--- config.mk ---
export PLATFORM = sky130hd
export DESIGN_NAME = sitb_ctrl
export DESIGN_NICKNAME = d
export VERILOG_FILES = /design/src/hdl/sitb_pkg.sv /design/src/hdl/sitb_ctrl.sv
export SDC_FILE = /design/constraint.sdc
export NUM_CORES = 1
export LEC_CHECK = 0
export BUFFER_PORTS_ARGS = -buffer_cell sky130_fd_sc_hd__buf_2
export CAP_MARGIN = 30
export CORE_MARGIN = 1
export CORE_UTILIZATION = 45
export CTS_CLUSTER_DIAMETER = 40
export DETAILED_ROUTE_END_ITERATION = 6
export PLACE_DENSITY = 0.71
export SYNTH_ARGS = -nofsm -noshare
export SYNTH_HDL_FRONTEND = slang
export SYNTH_SLANG_ARGS = --single-unit
--- constraint.sdc ---
create_clock -name pclk -period 4.3 [get_ports pclk]
set_clock_uncertainty 0.2 [all_clocks]
set_input_delay 0.43 -clock pclk [delete_from_list [all_inputs] [get_ports pclk]]
set_output_delay 0.43 -clock pclk [all_outputs]
set_load 0.1 [all_outputs]
--- src/hdl/sitb_pkg.sv ---
package sitb_pkg;
  // Register indices; byte address is four times the index
  localparam logic [9:0] IDX_MODE   = 10'h0c0;
  localparam logic [9:0] IDX_SCR    = 10'h0c2;
  localparam logic [9:0] IDX_BAUD   = 10'h0c3;
  localparam logic [9:0] IDX_STAT   = 10'h0c8;
  localparam logic [9:0] IDX_MASK   = 10'h0c9;
  localparam int         ADDR_SHIFT = 2;
  // Mode register fields
  localparam int MODE_FMT_LSB = 0;   // 3 bits
  localparam int MODE_IO      = 3;   // 1: clocked shift mode
  localparam int MODE_SCLK_IN = 4;   // 1: external shift clock
  localparam int MODE_FALL    = 5;   // 1: falling edge mode
  // Serial control error flag positions
  localparam int SCR_OERR = 2;
  localparam int SCR_PERR = 3;
  localparam int SCR_FERR = 4;
  // Baud control fields
  localparam int        BR_DIV_LSB = 0;
  localparam int        BR_SRC_LSB = 4;
  localparam int        BR_FRAC    = 6;
  localparam logic [7:0] BR_WMASK  = 8'h7f;
  localparam logic [7:0] BR_RESET  = 8'h00;
  // Interrupt status bits
  localparam int ST_TX  = 0;
  localparam int ST_RX  = 1;
  localparam int ST_ERR = 2;
  localparam int IO_BITS = 8;
  // Frame formats
  typedef enum logic [2:0] {
    FMT_7     = 3'h0,
    FMT_7P    = 3'h1,
    FMT_8     = 3'h2,
    FMT_8P    = 3'h3,
    FMT_9     = 3'h4
  } sitb_fmt_type;
  // Event strobes from the serial engine
  typedef struct packed {
    logic tx_shift;
    logic rx_centre;
    logic io_start;
    logic err_over;
    logic err_par;
    logic err_frame;
  } sitb_evt_type;
endpackage

--- src/hdl/sitb_ctrl.sv ---
// The APB interface to the registers was left to the implementer.
`timescale 1ns/10ps
// Function
// - UART transmit interrupt raised just before the stop bit goes out.
// - Internal shift clock: transmit interrupt right after last rising edge.
// - External shift clock: transmit interrupt after last selected edge.
// - Shift mode receive interrupt when word moves to second buffer.
// - Reading serial control register clears all three error flags.
// - UART receive interrupt at ninth bit for 9-bit formats, else stop.
// - Data goes out LSB first; interrupt once transmit buffer empties.
module sitb_ctrl (
  // Clock and reset
  input  wire logic                  pclk,
  input  wire logic                  presetn,
  // APB slave
  input  wire logic                  psel,
  input  wire logic                  penable,
  input  wire logic                  pwrite,
  input  wire logic [11:0]           paddr,
  input  wire logic [31:0]           pwdata,
  output logic      [31:0]           prdata,
  output logic                       pready,
  output logic                       pslverr,
  // Serial engine events and shift clock pin
  input  wire sitb_pkg::sitb_evt_type evt,
  input  wire logic                  sclk_i,
  output logic                       sclk_o,
  output logic                       sclk_oe,
  // Interrupt timing outputs
  output logic                       transmit_done_irq,
  output logic                       receive_done_irq,
  output logic                       rx_transfer,
  output logic                       irq
);

  logic [5:0] mode_r;
  logic [7:0] baud_rate_control_r;
  logic [2:0] err_r;
  logic [2:0] stat_r;
  logic [2:0] mask_r;
  logic [3:0] tx_cnt_r;
  logic [3:0] rx_cnt_r;
  logic [3:0] io_cnt_r;
  logic       io_busy_r;
  logic [2:0] sclk_sync_r;
  logic [7:0] pre_cnt_r;
  logic [3:0] div_cnt_r;
  logic       baud_tick_r;
  logic       acc;
  logic       rd_scr;
  logic [9:0] idx;
  logic [3:0] nbits;
  logic       io_mode;
  logic       ext_clk;
  logic       ext_edge;
  logic       int_rise;
  logic       io_last;
  logic       tx_ev;
  logic       rx_ev;

  // Data bits per frame, parity counted as a bit
  function automatic logic [3:0] data_bits(input logic [2:0] f);
    case (f)
      sitb_pkg::FMT_7:  data_bits = 4'h7;
      sitb_pkg::FMT_7P: data_bits = 4'h8;
      sitb_pkg::FMT_8:  data_bits = 4'h8;
      default:          data_bits = 4'h9;
    endcase
  endfunction
  // Decode and shared terms
  assign idx      = paddr[11:sitb_pkg::ADDR_SHIFT];
  assign acc      = psel && penable && pready;
  assign rd_scr   = psel && penable && !pready && !pwrite &&
                    idx == sitb_pkg::IDX_SCR;
  assign nbits    = data_bits(mode_r[sitb_pkg::MODE_FMT_LSB +: 3]);
  assign io_mode  = mode_r[sitb_pkg::MODE_IO];
  assign ext_clk  = mode_r[sitb_pkg::MODE_SCLK_IN];
  assign ext_edge = mode_r[sitb_pkg::MODE_FALL] ?
                    (sclk_sync_r[2] && !sclk_sync_r[1]) :
                    (!sclk_sync_r[2] && sclk_sync_r[1]);
  assign int_rise = baud_tick_r && !sclk_o;
  assign io_last  = io_busy_r && io_cnt_r == 4'(sitb_pkg::IO_BITS - 1) &&
                    (ext_clk ? ext_edge : int_rise);
  assign tx_ev    = io_mode ? io_last :
                    (evt.tx_shift && tx_cnt_r == nbits + 4'h1);
  assign rx_ev    = io_mode ? io_last : (evt.rx_centre &&
                    (nbits == 4'h9 ? rx_cnt_r == nbits
                                   : rx_cnt_r == nbits + 4'h1));

  // APB handshake, one wait state
  always_ff @(posedge pclk or negedge presetn) begin
    if (!presetn) begin
      pready  <= 1'b0;
      pslverr <= 1'b0;
      prdata  <= 32'h0000_0000;
    end else begin
      pready  <= psel && penable && !pready;
      pslverr <= 1'b0;
      prdata  <= 32'h0000_0000;
      if (psel && penable && !pready) begin
        case (idx)
          sitb_pkg::IDX_MODE: prdata <= {26'h0, mode_r};
          sitb_pkg::IDX_SCR:  prdata <= {27'h0, err_r, 2'h0};
          sitb_pkg::IDX_BAUD: prdata <= {24'h0, baud_rate_control_r};
          sitb_pkg::IDX_STAT: prdata <= {29'h0, stat_r};
          sitb_pkg::IDX_MASK: prdata <= {29'h0, mask_r};
          default:            pslverr <= 1'b1;
        endcase
      end
    end
  end

  // Writable configuration
  always_ff @(posedge pclk or negedge presetn) begin
    if (!presetn) begin
      mode_r              <= 6'h00;
      baud_rate_control_r <= sitb_pkg::BR_RESET;
      mask_r              <= 3'h0;
    end else if (acc && pwrite) begin
      if (idx == sitb_pkg::IDX_MODE) mode_r <= pwdata[5:0];
      if (idx == sitb_pkg::IDX_BAUD)
        baud_rate_control_r <= pwdata[7:0] & sitb_pkg::BR_WMASK;
      if (idx == sitb_pkg::IDX_MASK) mask_r <= pwdata[2:0];
    end
  end

  // Error flags; a new error wins over the read clear
  always_ff @(posedge pclk or negedge presetn) begin
    if (!presetn) begin
      err_r <= 3'h0;
    end else begin
      err_r <= (rd_scr ? 3'h0 : err_r) |
               {evt.err_frame, evt.err_par, evt.err_over};
    end
  end

  // Sticky status, write one to clear, set wins
  always_ff @(posedge pclk or negedge presetn) begin
    if (!presetn) begin
      stat_r <= 3'h0;
    end else begin
      stat_r <= (stat_r & ~((acc && pwrite && idx == sitb_pkg::IDX_STAT) ?
                 pwdata[2:0] : 3'h0)) |
                {evt.err_over | evt.err_par | evt.err_frame, rx_ev, tx_ev};
    end
  end

  // Level interrupt
  always_ff @(posedge pclk or negedge presetn) begin
    if (!presetn) irq <= 1'b0;
    else irq <= |(stat_r & mask_r);
  end

  // UART transmit bit counter: start, data bits, then stop
  always_ff @(posedge pclk or negedge presetn) begin
    if (!presetn) tx_cnt_r <= 4'h0;
    else if (io_mode) tx_cnt_r <= 4'h0;
    else if (evt.tx_shift)
      tx_cnt_r <= (tx_cnt_r == nbits + 4'h1) ? 4'h0 : tx_cnt_r + 4'h1;
  end

  // UART receive centre counter
  always_ff @(posedge pclk or negedge presetn) begin
    if (!presetn) rx_cnt_r <= 4'h0;
    else if (io_mode) rx_cnt_r <= 4'h0;
    else if (evt.rx_centre)
      rx_cnt_r <= (rx_cnt_r == nbits + 4'h1) ? 4'h0 : rx_cnt_r + 4'h1;
  end

  // Shift clock pin synchroniser and history
  always_ff @(posedge pclk or negedge presetn) begin
    if (!presetn) sclk_sync_r <= 3'h7; // Idle level, no false edge
    else sclk_sync_r <= {sclk_sync_r[1:0], sclk_i};
  end

  // Baud tick from prescaler and divide value
  always_ff @(posedge pclk or negedge presetn) begin
    if (!presetn) begin
      pre_cnt_r   <= 8'h00;
      div_cnt_r   <= 4'h0;
      baud_tick_r <= 1'b0;
    end else begin
      baud_tick_r <= 1'b0;
      pre_cnt_r   <= pre_cnt_r + 8'h01;
      if (pre_cnt_r == 8'h00 ||
          baud_rate_control_r[sitb_pkg::BR_SRC_LSB +: 2] == 2'h0) begin
        div_cnt_r <= div_cnt_r + 4'h1;
        if (div_cnt_r + 4'h1 == baud_rate_control_r[3:0]) begin
          div_cnt_r   <= 4'h0;
          baud_tick_r <= 1'b1;
        end
      end
    end
  end

  // Shift word sequencer, LSB first, eight clocks per word
  always_ff @(posedge pclk or negedge presetn) begin
    if (!presetn) begin
      io_busy_r <= 1'b0;
      io_cnt_r  <= 4'h0;
    end else if (!io_mode) begin
      io_busy_r <= 1'b0;
      io_cnt_r  <= 4'h0;
    end else if (evt.io_start && !io_busy_r) begin
      io_busy_r <= 1'b1;
      io_cnt_r  <= 4'h0;
    end else if (io_last) begin
      io_busy_r <= 1'b0;
    end else if (io_busy_r && (ext_clk ? ext_edge : int_rise)) begin
      io_cnt_r <= io_cnt_r + 4'h1;
    end
  end

  // Internal shift clock drive, idles high
  always_ff @(posedge pclk or negedge presetn) begin
    if (!presetn) begin
      sclk_o  <= 1'b1;
      sclk_oe <= 1'b0;
    end else begin
      sclk_oe <= io_mode && !ext_clk;
      if (!io_busy_r || ext_clk) sclk_o <= 1'b1;
      else if (baud_tick_r) sclk_o <= !sclk_o;
    end
  end

  // Interrupt pulses at the documented moments
  always_ff @(posedge pclk or negedge presetn) begin
    if (!presetn) begin
      transmit_done_irq <= 1'b0;
      receive_done_irq  <= 1'b0;
      rx_transfer       <= 1'b0;
    end else begin
      transmit_done_irq <= tx_ev;
      receive_done_irq  <= rx_ev;
      rx_transfer       <= io_mode && io_last;
    end
  end

  property p_tx_uart;
    @(posedge pclk) disable iff (!presetn)
    (!io_mode && evt.tx_shift && tx_cnt_r == nbits + 4'h1)
      |=> transmit_done_irq ##1 !transmit_done_irq;
  endproperty
  a_tx_uart: assert property (p_tx_uart)
    else $error("tx irq not at stop bit start");

  property p_tx_int;
    @(posedge pclk) disable iff (!presetn)
    (io_mode && !ext_clk && io_busy_r && int_rise &&
     io_cnt_r == 4'h7) |=> transmit_done_irq && !io_busy_r;
  endproperty
  a_tx_int: assert property (p_tx_int)
    else $error("tx irq missing after last internal rise");

  property p_tx_ext;
    @(posedge pclk) disable iff (!presetn)
    (io_mode && ext_clk && io_busy_r && ext_edge && io_cnt_r == 4'h7)
      |=> transmit_done_irq;
  endproperty
  a_tx_ext: assert property (p_tx_ext)
    else $error("tx irq missing after last external edge");

  property p_rx_io;
    @(posedge pclk) disable iff (!presetn)
    rx_transfer |-> receive_done_irq && transmit_done_irq;
  endproperty
  a_rx_io: assert property (p_rx_io)
    else $error("rx irq not with buffer transfer");

  property p_err_clr;
    @(posedge pclk) disable iff (!presetn)
    (rd_scr && !evt.err_over && !evt.err_par && !evt.err_frame)
      |=> err_r == 3'h0;
  endproperty
  a_err_clr: assert property (p_err_clr)
    else $error("error flags not cleared by read");

  property p_rx_nine;
    @(posedge pclk) disable iff (!presetn)
    (!io_mode && nbits == 4'h9 && evt.rx_centre && rx_cnt_r == 4'h9)
      |=> receive_done_irq;
  endproperty
  a_rx_nine: assert property (p_rx_nine)
    else $error("rx irq not at ninth bit");

  property p_rx_stop;
    @(posedge pclk) disable iff (!presetn)
    (!io_mode && receive_done_irq && $past(nbits) != 4'h9)
      |-> $past(rx_cnt_r) == $past(nbits) + 4'h1;
  endproperty
  a_rx_stop: assert property (p_rx_stop)
    else $error("rx irq not at stop centre");

  property p_baud_top;
    @(posedge pclk) disable iff (!presetn)
    (acc && pwrite && idx == sitb_pkg::IDX_BAUD)
      |=> baud_rate_control_r[7] == 1'b0 &&
          baud_rate_control_r[6:0] == $past(pwdata[6:0]);
  endproperty
  a_baud_top: assert property (p_baud_top)
    else $error("baud control write wrong");

endmodule // sitb_ctrl

---- After elaboration in Yosys (flattened, before gate mapping) ----
Cells that the tools add are included.
word-level totals
  word-level logic and storage cells ...... 121
  output and inout bits ................... 40
  bits in registers ....................... 91
  input port bits ......................... 56
operators by class
  $add $sub $neg .......................... 6
  equality and inequality tests ........... 16
  multiplexer cells ....................... 30
  bitwise gates (word level) .............. 7
  reduce and logical (&&, ||, !) cells .... 40
operators with widths
  cell                                                                    number
  10-bit by 8-bit equality test with 1-bit output, second input constant  5
  4-bit 2-to-1 mux                                                        11
  7-bit case mux with 5 select lines                                      1
  32-bit 2-to-1 mux                                                       1
  4-bit by 1-bit adder with 4-bit output, second input constant           5
  1-bit logical AND                                                       18
  4-bit equality test                                                     4
  1-bit 2-to-1 mux                                                        14
  8-bit by 1-bit adder with 8-bit output, second input constant           1
  8-bit logical NOT                                                       1
  4-bit case mux with 2 select lines                                      1
  2-bit AND reduction                                                     4
  1-bit logical NOT                                                       7
  3-bit bitwise AND                                                       2
  3-bit 2-to-1 mux                                                        2
  3-bit by 1-bit != test with 1-bit output, second input constant         2
  3-bit OR                                                                2
  2-bit nonzero test                                                      3
  5-bit OR reduction                                                      1
  4-bit by 3-bit equality test with 1-bit output, second input constant   1
  4-bit equality test, second input constant                              1
  3-bit by 1-bit equality test with 1-bit output, second input constant   1
  3-bit by 2-bit equality test with 1-bit output, second input constant   1
  3-bit logical NOT                                                       1
  7 further kinds                                                         9

---- Logic depth before layout (Yosys ltp) ----
  word-level depth ........................ 9
  mapped depth ............................ 7

---- Worst setup path before layout ----
Ideal clock, no wire load.
  path type ............................... register to register
  start ................................... register pready
  end ..................................... register mode_r[0]
  library setup time ...................... 125 ps
  stages on the path, launching flop included .. 6
  data required time ...................... 3975 ps
  arrival time ............................ 2200 ps
  path slack .............................. 1776 ps
  cells stage by stage .................... dfrtp_1 -> nand4_1 -> nor3b_1 -> nand2_1 -> nor2_1 -> mux2_2
on the way
  cells in the longest elaborated chain, start to end .. 3
ends and longest elaborated chain
  item                                  RTL line          RTL
  from (decl)                           sitb_ctrl.sv:22   output logic pready,
  from (signal assigned)                sitb_ctrl.sv:97   pready <= psel && penable && !pready;
  1-bit logical AND                     sitb_ctrl.sv:72   assign acc = psel && penable && pready;
  1-bit logical AND                     sitb_ctrl.sv:119  end else if (acc && pwrite) begin
  2-bit AND reduction (no source line)  --
  to (signal assigned)                  sitb_ctrl.sv:120  if (idx == sitb_pkg::IDX_MODE) mode_r <= pwdata[5:0];
  to (decl)                             sitb_ctrl.sv:36   logic [5:0] mode_r;
No other way between the ends.
A chain may end at the register's enable or synchronous reset.

---- Final worst setup path ----
  start ................................... input port paddr[4]
  end ..................................... register baud_rate_control_r[6]
on the way
  cells in the longest elaborated chain, start to end .. 2
ends and longest elaborated chain
  item                                             RTL line          RTL
  from (decl)                                      sitb_ctrl.sv:19   input wire logic [11:0] paddr,
  10-bit by 8-bit equality test with 1-bit output  sitb_ctrl.sv:121  if (idx == sitb_pkg::IDX_BAUD)
  2-bit AND reduction (no source line)             --
  to (signal assigned)                             sitb_ctrl.sv:117  baud_rate_control_r <= sitb_pkg::BR_RESET;
  to (signal assigned)                             sitb_ctrl.sv:122  baud_rate_control_r <= pwdata[7:0] & sitb_pkg::BR_WMASK;
  to (decl)                                        sitb_ctrl.sv:37   logic [7:0] baud_rate_control_r;
No other way between the ends.

==> summary.txt <==
Run status
  – Result of the run: complete, but fails checks
  – Violated checks: negative hold slack

Setup path
  – Critical path start-end classification: primary input to flip-flop
  – R2R Setup Slk: 2.08 ns
  – Critical register-to-register path startpoint: mode_r[0]$_DFFE_PN0P_
  – End of the worst register-to-register path: rx_cnt_r[3]$_DFFE_PN0P_
  – Nature of the critical path endpoint: flip-flop
  – Critical Path Source Type: primary input
  – Critical-path maximum fanout: 7
  – Critical path arrival: 2.39 ns
  – Required time at the endpoint of the critical path: 4.32 ns
  – Worst reg2reg path depth: 5

Die
  – Initial standard-cell utilization of the core: 47.6%
  – Die X-Extent: 88.0 µm
  – Count of standard-cell rows: 30
  – Core box area: 6980 µm²
  – Vert. Die Dim: 88.0 µm
  – I/O pin cnt: 96
  – Die Footprint: 7740 µm²

Drt
  – Number of antenna-violating nets in the routed design: 0
  – Number of detailed-routing iterations run before antenna repair: 4
  – Total number of vias: 2366
  – Iteration-0 DRC count of the detailed router: 87
  – WL final: 6.30 mm
  – Wire length per cell after detailed routing: 13.4 µm
  – Via-per-instance ratio: 5.04
  – Post-route DRC violation count: 0

Timing
  – Setup violators final: 0
  – Post-route setup TNS: 0 ns
  – Slew at the pin closest to its max-slew limit: 0.860 ns
  – Unrepaired setup endpoints after global routing: no
  – Final number of hold-violating endpoints: 4
  – Shortest period the worst path allows: 2.37 ns
  – Final worst path period share: 55.2%
  – Fmax: 0.421 GHz
  – Max-slew violation count: 0
  – Worst Hold Margin: -0.00353 ns
  – Worst slew margin: 41.9%

Clock tree
  – Count of instances resized after the clock tree is built: 0
  – Clock tree from TritonCTS: done
  – Number of H-tree levels: 3
  – Clock insertion delay at the later pin of the skew report: 0.34 ns
  – Count of hold-fix buffers inserted at cts: 1
  – Number of buffers on the longest clock path: 2
  – Clock Tree Root: sky130_fd_sc_hd__clkbuf_8
  – Clock edge transition at the registers on the reported setup and hold paths: 0.07 ns
  – Setup Buffers After CTS: 0
  – CTS sink count: 66
  – CTS Buf Count: 9

Global route
  – Vias in the first global route: 2352
  – First-pass GRT wire length: 10.9 mm
  – Grt ovf: 0
  – Largest net degree at the start of global routing: 40
  – GRT Util Overall: 18.9%
  – Antenna violations before repair: 0

Yosys
  – Area share of the leading cell type in the synthesized netlist: 46.7%
  – Proportion of synthesized chip area in sequential cells: 49.8%
  – Synth top area cells: sky130_fd_sc_hd__dfrtp_1 (47%), sky130_fd_sc_hd__mux2_2 (5.8%), sky130_fd_sc_hd__buf_4 (5.6%)
  – Syn avg cell area: 10.4 µm²
  – Cell type with the largest total area after synthesis: sky130_fd_sc_hd__dfrtp_1
  – Synth warn: 0
  – Syn Std Cell Area: 3330 µm²
  – Ys async rst share: 100%
  – Number of synthesized register bits: 66
  – Number of instances in the synthesized netlist: 319
  – Number of enable-type register cells in the synthesized netlist: 0
  – Most frequently used flop master after synthesis: sky130_fd_sc_hd__dfrtp_1
  – Number of different library cells in the post-synthesis netlist: 46

Final layout
  – Layout cells sized above 1: 22.3%
  – Post-route cell area: 3780 µm²
  – Total number of nets in the final design: 430
  – Antenna diode count: 0
  – Area Overhead vs Synth: 13.6%

Pwr
  – Pleak: 1.85 nW
  – Peak supply drop: 0.000199 V
  – Seq pwr share: 43.2%
  – Power density relative to cell area: 457 nW/µm²
  – Internal power consumption: 1.18 mW
  – Switch share: 31.6%
  – Share of power burned in the clock network: 35.1%
  – Combinational Power Share: 21.7%
  – Switching power summed over all nets: 0.545 mW

Place
  – Final GP Congestion: 0.806
  – Post-placement cell area: 3530 µm²
  – Placed wire-length estimate after detailed placement: 4.60 mm
  – Count of input and output buffers: 43

Flow run
  – Max Cap Viol: 0

Worst hold path
  – Type of the tightest min-delay check: primary input to async pin
## metrics by stage
step | utilization (%) | instances | power (mW) | hold WS, ns | worst slack, ns
final | 54.1 | 469 | 1.73 | -0.00353 | 1.93
after global routing | 54.1 | 469 | 1.82 | 0.0542 | 1.77
after CTS | 54.1 | 469 | 1.74 | 0.0280 | 1.94
after detailed placement | 50.6 | 452 | 1.13 | 0.147 | 1.58
after global placement | 50.6 | 452 | 1.12 | 0.146 | 1.63
after floorplan | - | 343 | 1.07 | -0.0656 | 1.78
## cell usage in the layout (no fill, tap or decap), types with 5 or more instances in the layout
master,instances
sky130_fd_sc_hd__a21oi_1,11
sky130_fd_sc_hd__buf_2,43
sky130_fd_sc_hd__clkbuf_8,12
sky130_fd_sc_hd__conb_1,25
sky130_fd_sc_hd__dfrtp_1,62
sky130_fd_sc_hd__ha_1,6
sky130_fd_sc_hd__inv_1,13
sky130_fd_sc_hd__mux2_2,17
sky130_fd_sc_hd__mux2i_1,9
sky130_fd_sc_hd__nand2_1,25
sky130_fd_sc_hd__nand2b_1,9
sky130_fd_sc_hd__nand3_1,15
sky130_fd_sc_hd__nor2_1,19
sky130_fd_sc_hd__nor2b_1,8
sky130_fd_sc_hd__nor3_1,12
sky130_fd_sc_hd__o21ai_0,15
sky130_fd_sc_hd__xnor2_1,12
sky130_fd_sc_hd__xor2_1,5
## synth_stat cells, types with 2 or more instances
master and number:
sky130_fd_sc_hd__dfrtp_1 62, sky130_fd_sc_hd__nor2b_1 8, sky130_fd_sc_hd__nor4_1 2, sky130_fd_sc_hd__nand3b_1 4, sky130_fd_sc_hd__nor4b_1 3, sky130_fd_sc_hd__ha_1 6
sky130_fd_sc_hd__xnor2_1 12, sky130_fd_sc_hd__buf_1 2, sky130_fd_sc_hd__nand2_1 25, sky130_fd_sc_hd__buf_6 2, sky130_fd_sc_hd__xor2_1 5, sky130_fd_sc_hd__and4_1 2
sky130_fd_sc_hd__nor2_1 19, sky130_fd_sc_hd__mux2i_1 9, sky130_fd_sc_hd__o21ai_0 15, sky130_fd_sc_hd__or3_1 2, sky130_fd_sc_hd__nand4_1 2, sky130_fd_sc_hd__and3_1 3
sky130_fd_sc_hd__nor3_1 12, sky130_fd_sc_hd__buf_4 25, sky130_fd_sc_hd__mux2_2 17, sky130_fd_sc_hd__buf_2 2, sky130_fd_sc_hd__nand2b_1 9, sky130_fd_sc_hd__a21oi_1 11
sky130_fd_sc_hd__nor3b_1 2, sky130_fd_sc_hd__inv_1 13, sky130_fd_sc_hd__a2bb2oi_1 2, sky130_fd_sc_hd__a21o_1 3, sky130_fd_sc_hd__nand3_1 15, sky130_fd_sc_hd__a22oi_1 4
sky130_fd_sc_hd__or4_1 3, sky130_fd_sc_hd__dfstp_2 4
## power by group through the flow
stage	clock (mW)	combinational, mW	sequential (mW)
after floorplan	0	0.303	0.764
after global placement	0	0.364	0.752
after global routing	0.648	0.417	0.757
after CTS	0.619	0.377	0.744
final	0.606	0.375	0.745
after detailed placement	0	0.374	0.756
## worst max-delay path: stages
cell	delay (ns)
sky130_fd_sc_hd__buf_2	0.10
sky130_fd_sc_hd__nor3_1	0.34
sky130_fd_sc_hd__and3_1	0.28
sky130_fd_sc_hd__and2_1	0.20
sky130_fd_sc_hd__nor2b_1	0.61
sky130_fd_sc_hd__mux2_2	0.42
## state kept, by name (all words and copies together), names as in the netlist, 3 cells and up
| register | flops |
|---|---|
| rx_cnt_r | 4 |
| mode_r | 6 |
| stat_r | 3 |
| sclk_sync_r | 3 |
| baud_rate_control_r | 7 |
| div_cnt_r | 4 |
| pre_cnt_r | 8 |
| prdata | 7 |
| io_cnt_r | 4 |
| err_r | 3 |
| mask_r | 3 |
| tx_cnt_r | 4 |
## area by class of cell
type | instances | area (µm²)
Inverter | 13 | 48.8
Multi-Input combinational cell | 233 | 1480
Clock inverter | 4 | 72.6
Clock buffer | 12 | 165
Tap cell | 96 | 120
Timing Repair Buffer | 45 | 233
Sequential cell | 66 | 1660
Fill cell | 657 | 3200
## how the worst max path moves through the flow
stage	slack, ns	endpoint	startpoint	depth (start not counted)
6_report	1.93	baud_rate_control_r[6]$_DFFE_PN0P_	paddr[4]	6
5_1_grt	1.77	baud_rate_control_r[6]$_DFFE_PN0P_	paddr[4]	6
4_1_cts	1.94	baud_rate_control_r[3]$_DFFE_PN0P_	paddr[4]	6
3_5_place_dp	1.58	baud_rate_control_r[6]$_DFFE_PN0P_	paddr[4]	6
3_3_place_gp	1.63	baud_rate_control_r[6]$_DFFE_PN0P_	paddr[4]	6
2_1_floorplan	1.78	mode_r[0]$_DFFE_PN0P_	pready$_DFF_PN0_	5
## kinds of logic (layout without fill, tap and decap cells)
group / Yosys count / after routing / share of synthesized area (%)
AOI/OAI and AO/OA: 43 / 43 / 8.01
xor gates and xnor gates: 17 / 17 / 4.48
adders and majority gates: 6 / 6 / 2.26
buffers and inverters: 44 / 74 / 8.31
DFF: 66 / 66 / 49.8
muxes: 26 / 26 / 8.47
other: 1 / 25 / 0.113
and+or+nand+nor: 116 / 116 / 18.5
## routing by layer
metal,track usage (%),routed length [µm]
met3,6.60,319
met2,30.7,3090
met4,7.15,67
met1,23.1,2830
met5,0,0
Note: power is estimated with default switching activity, not from simulation.
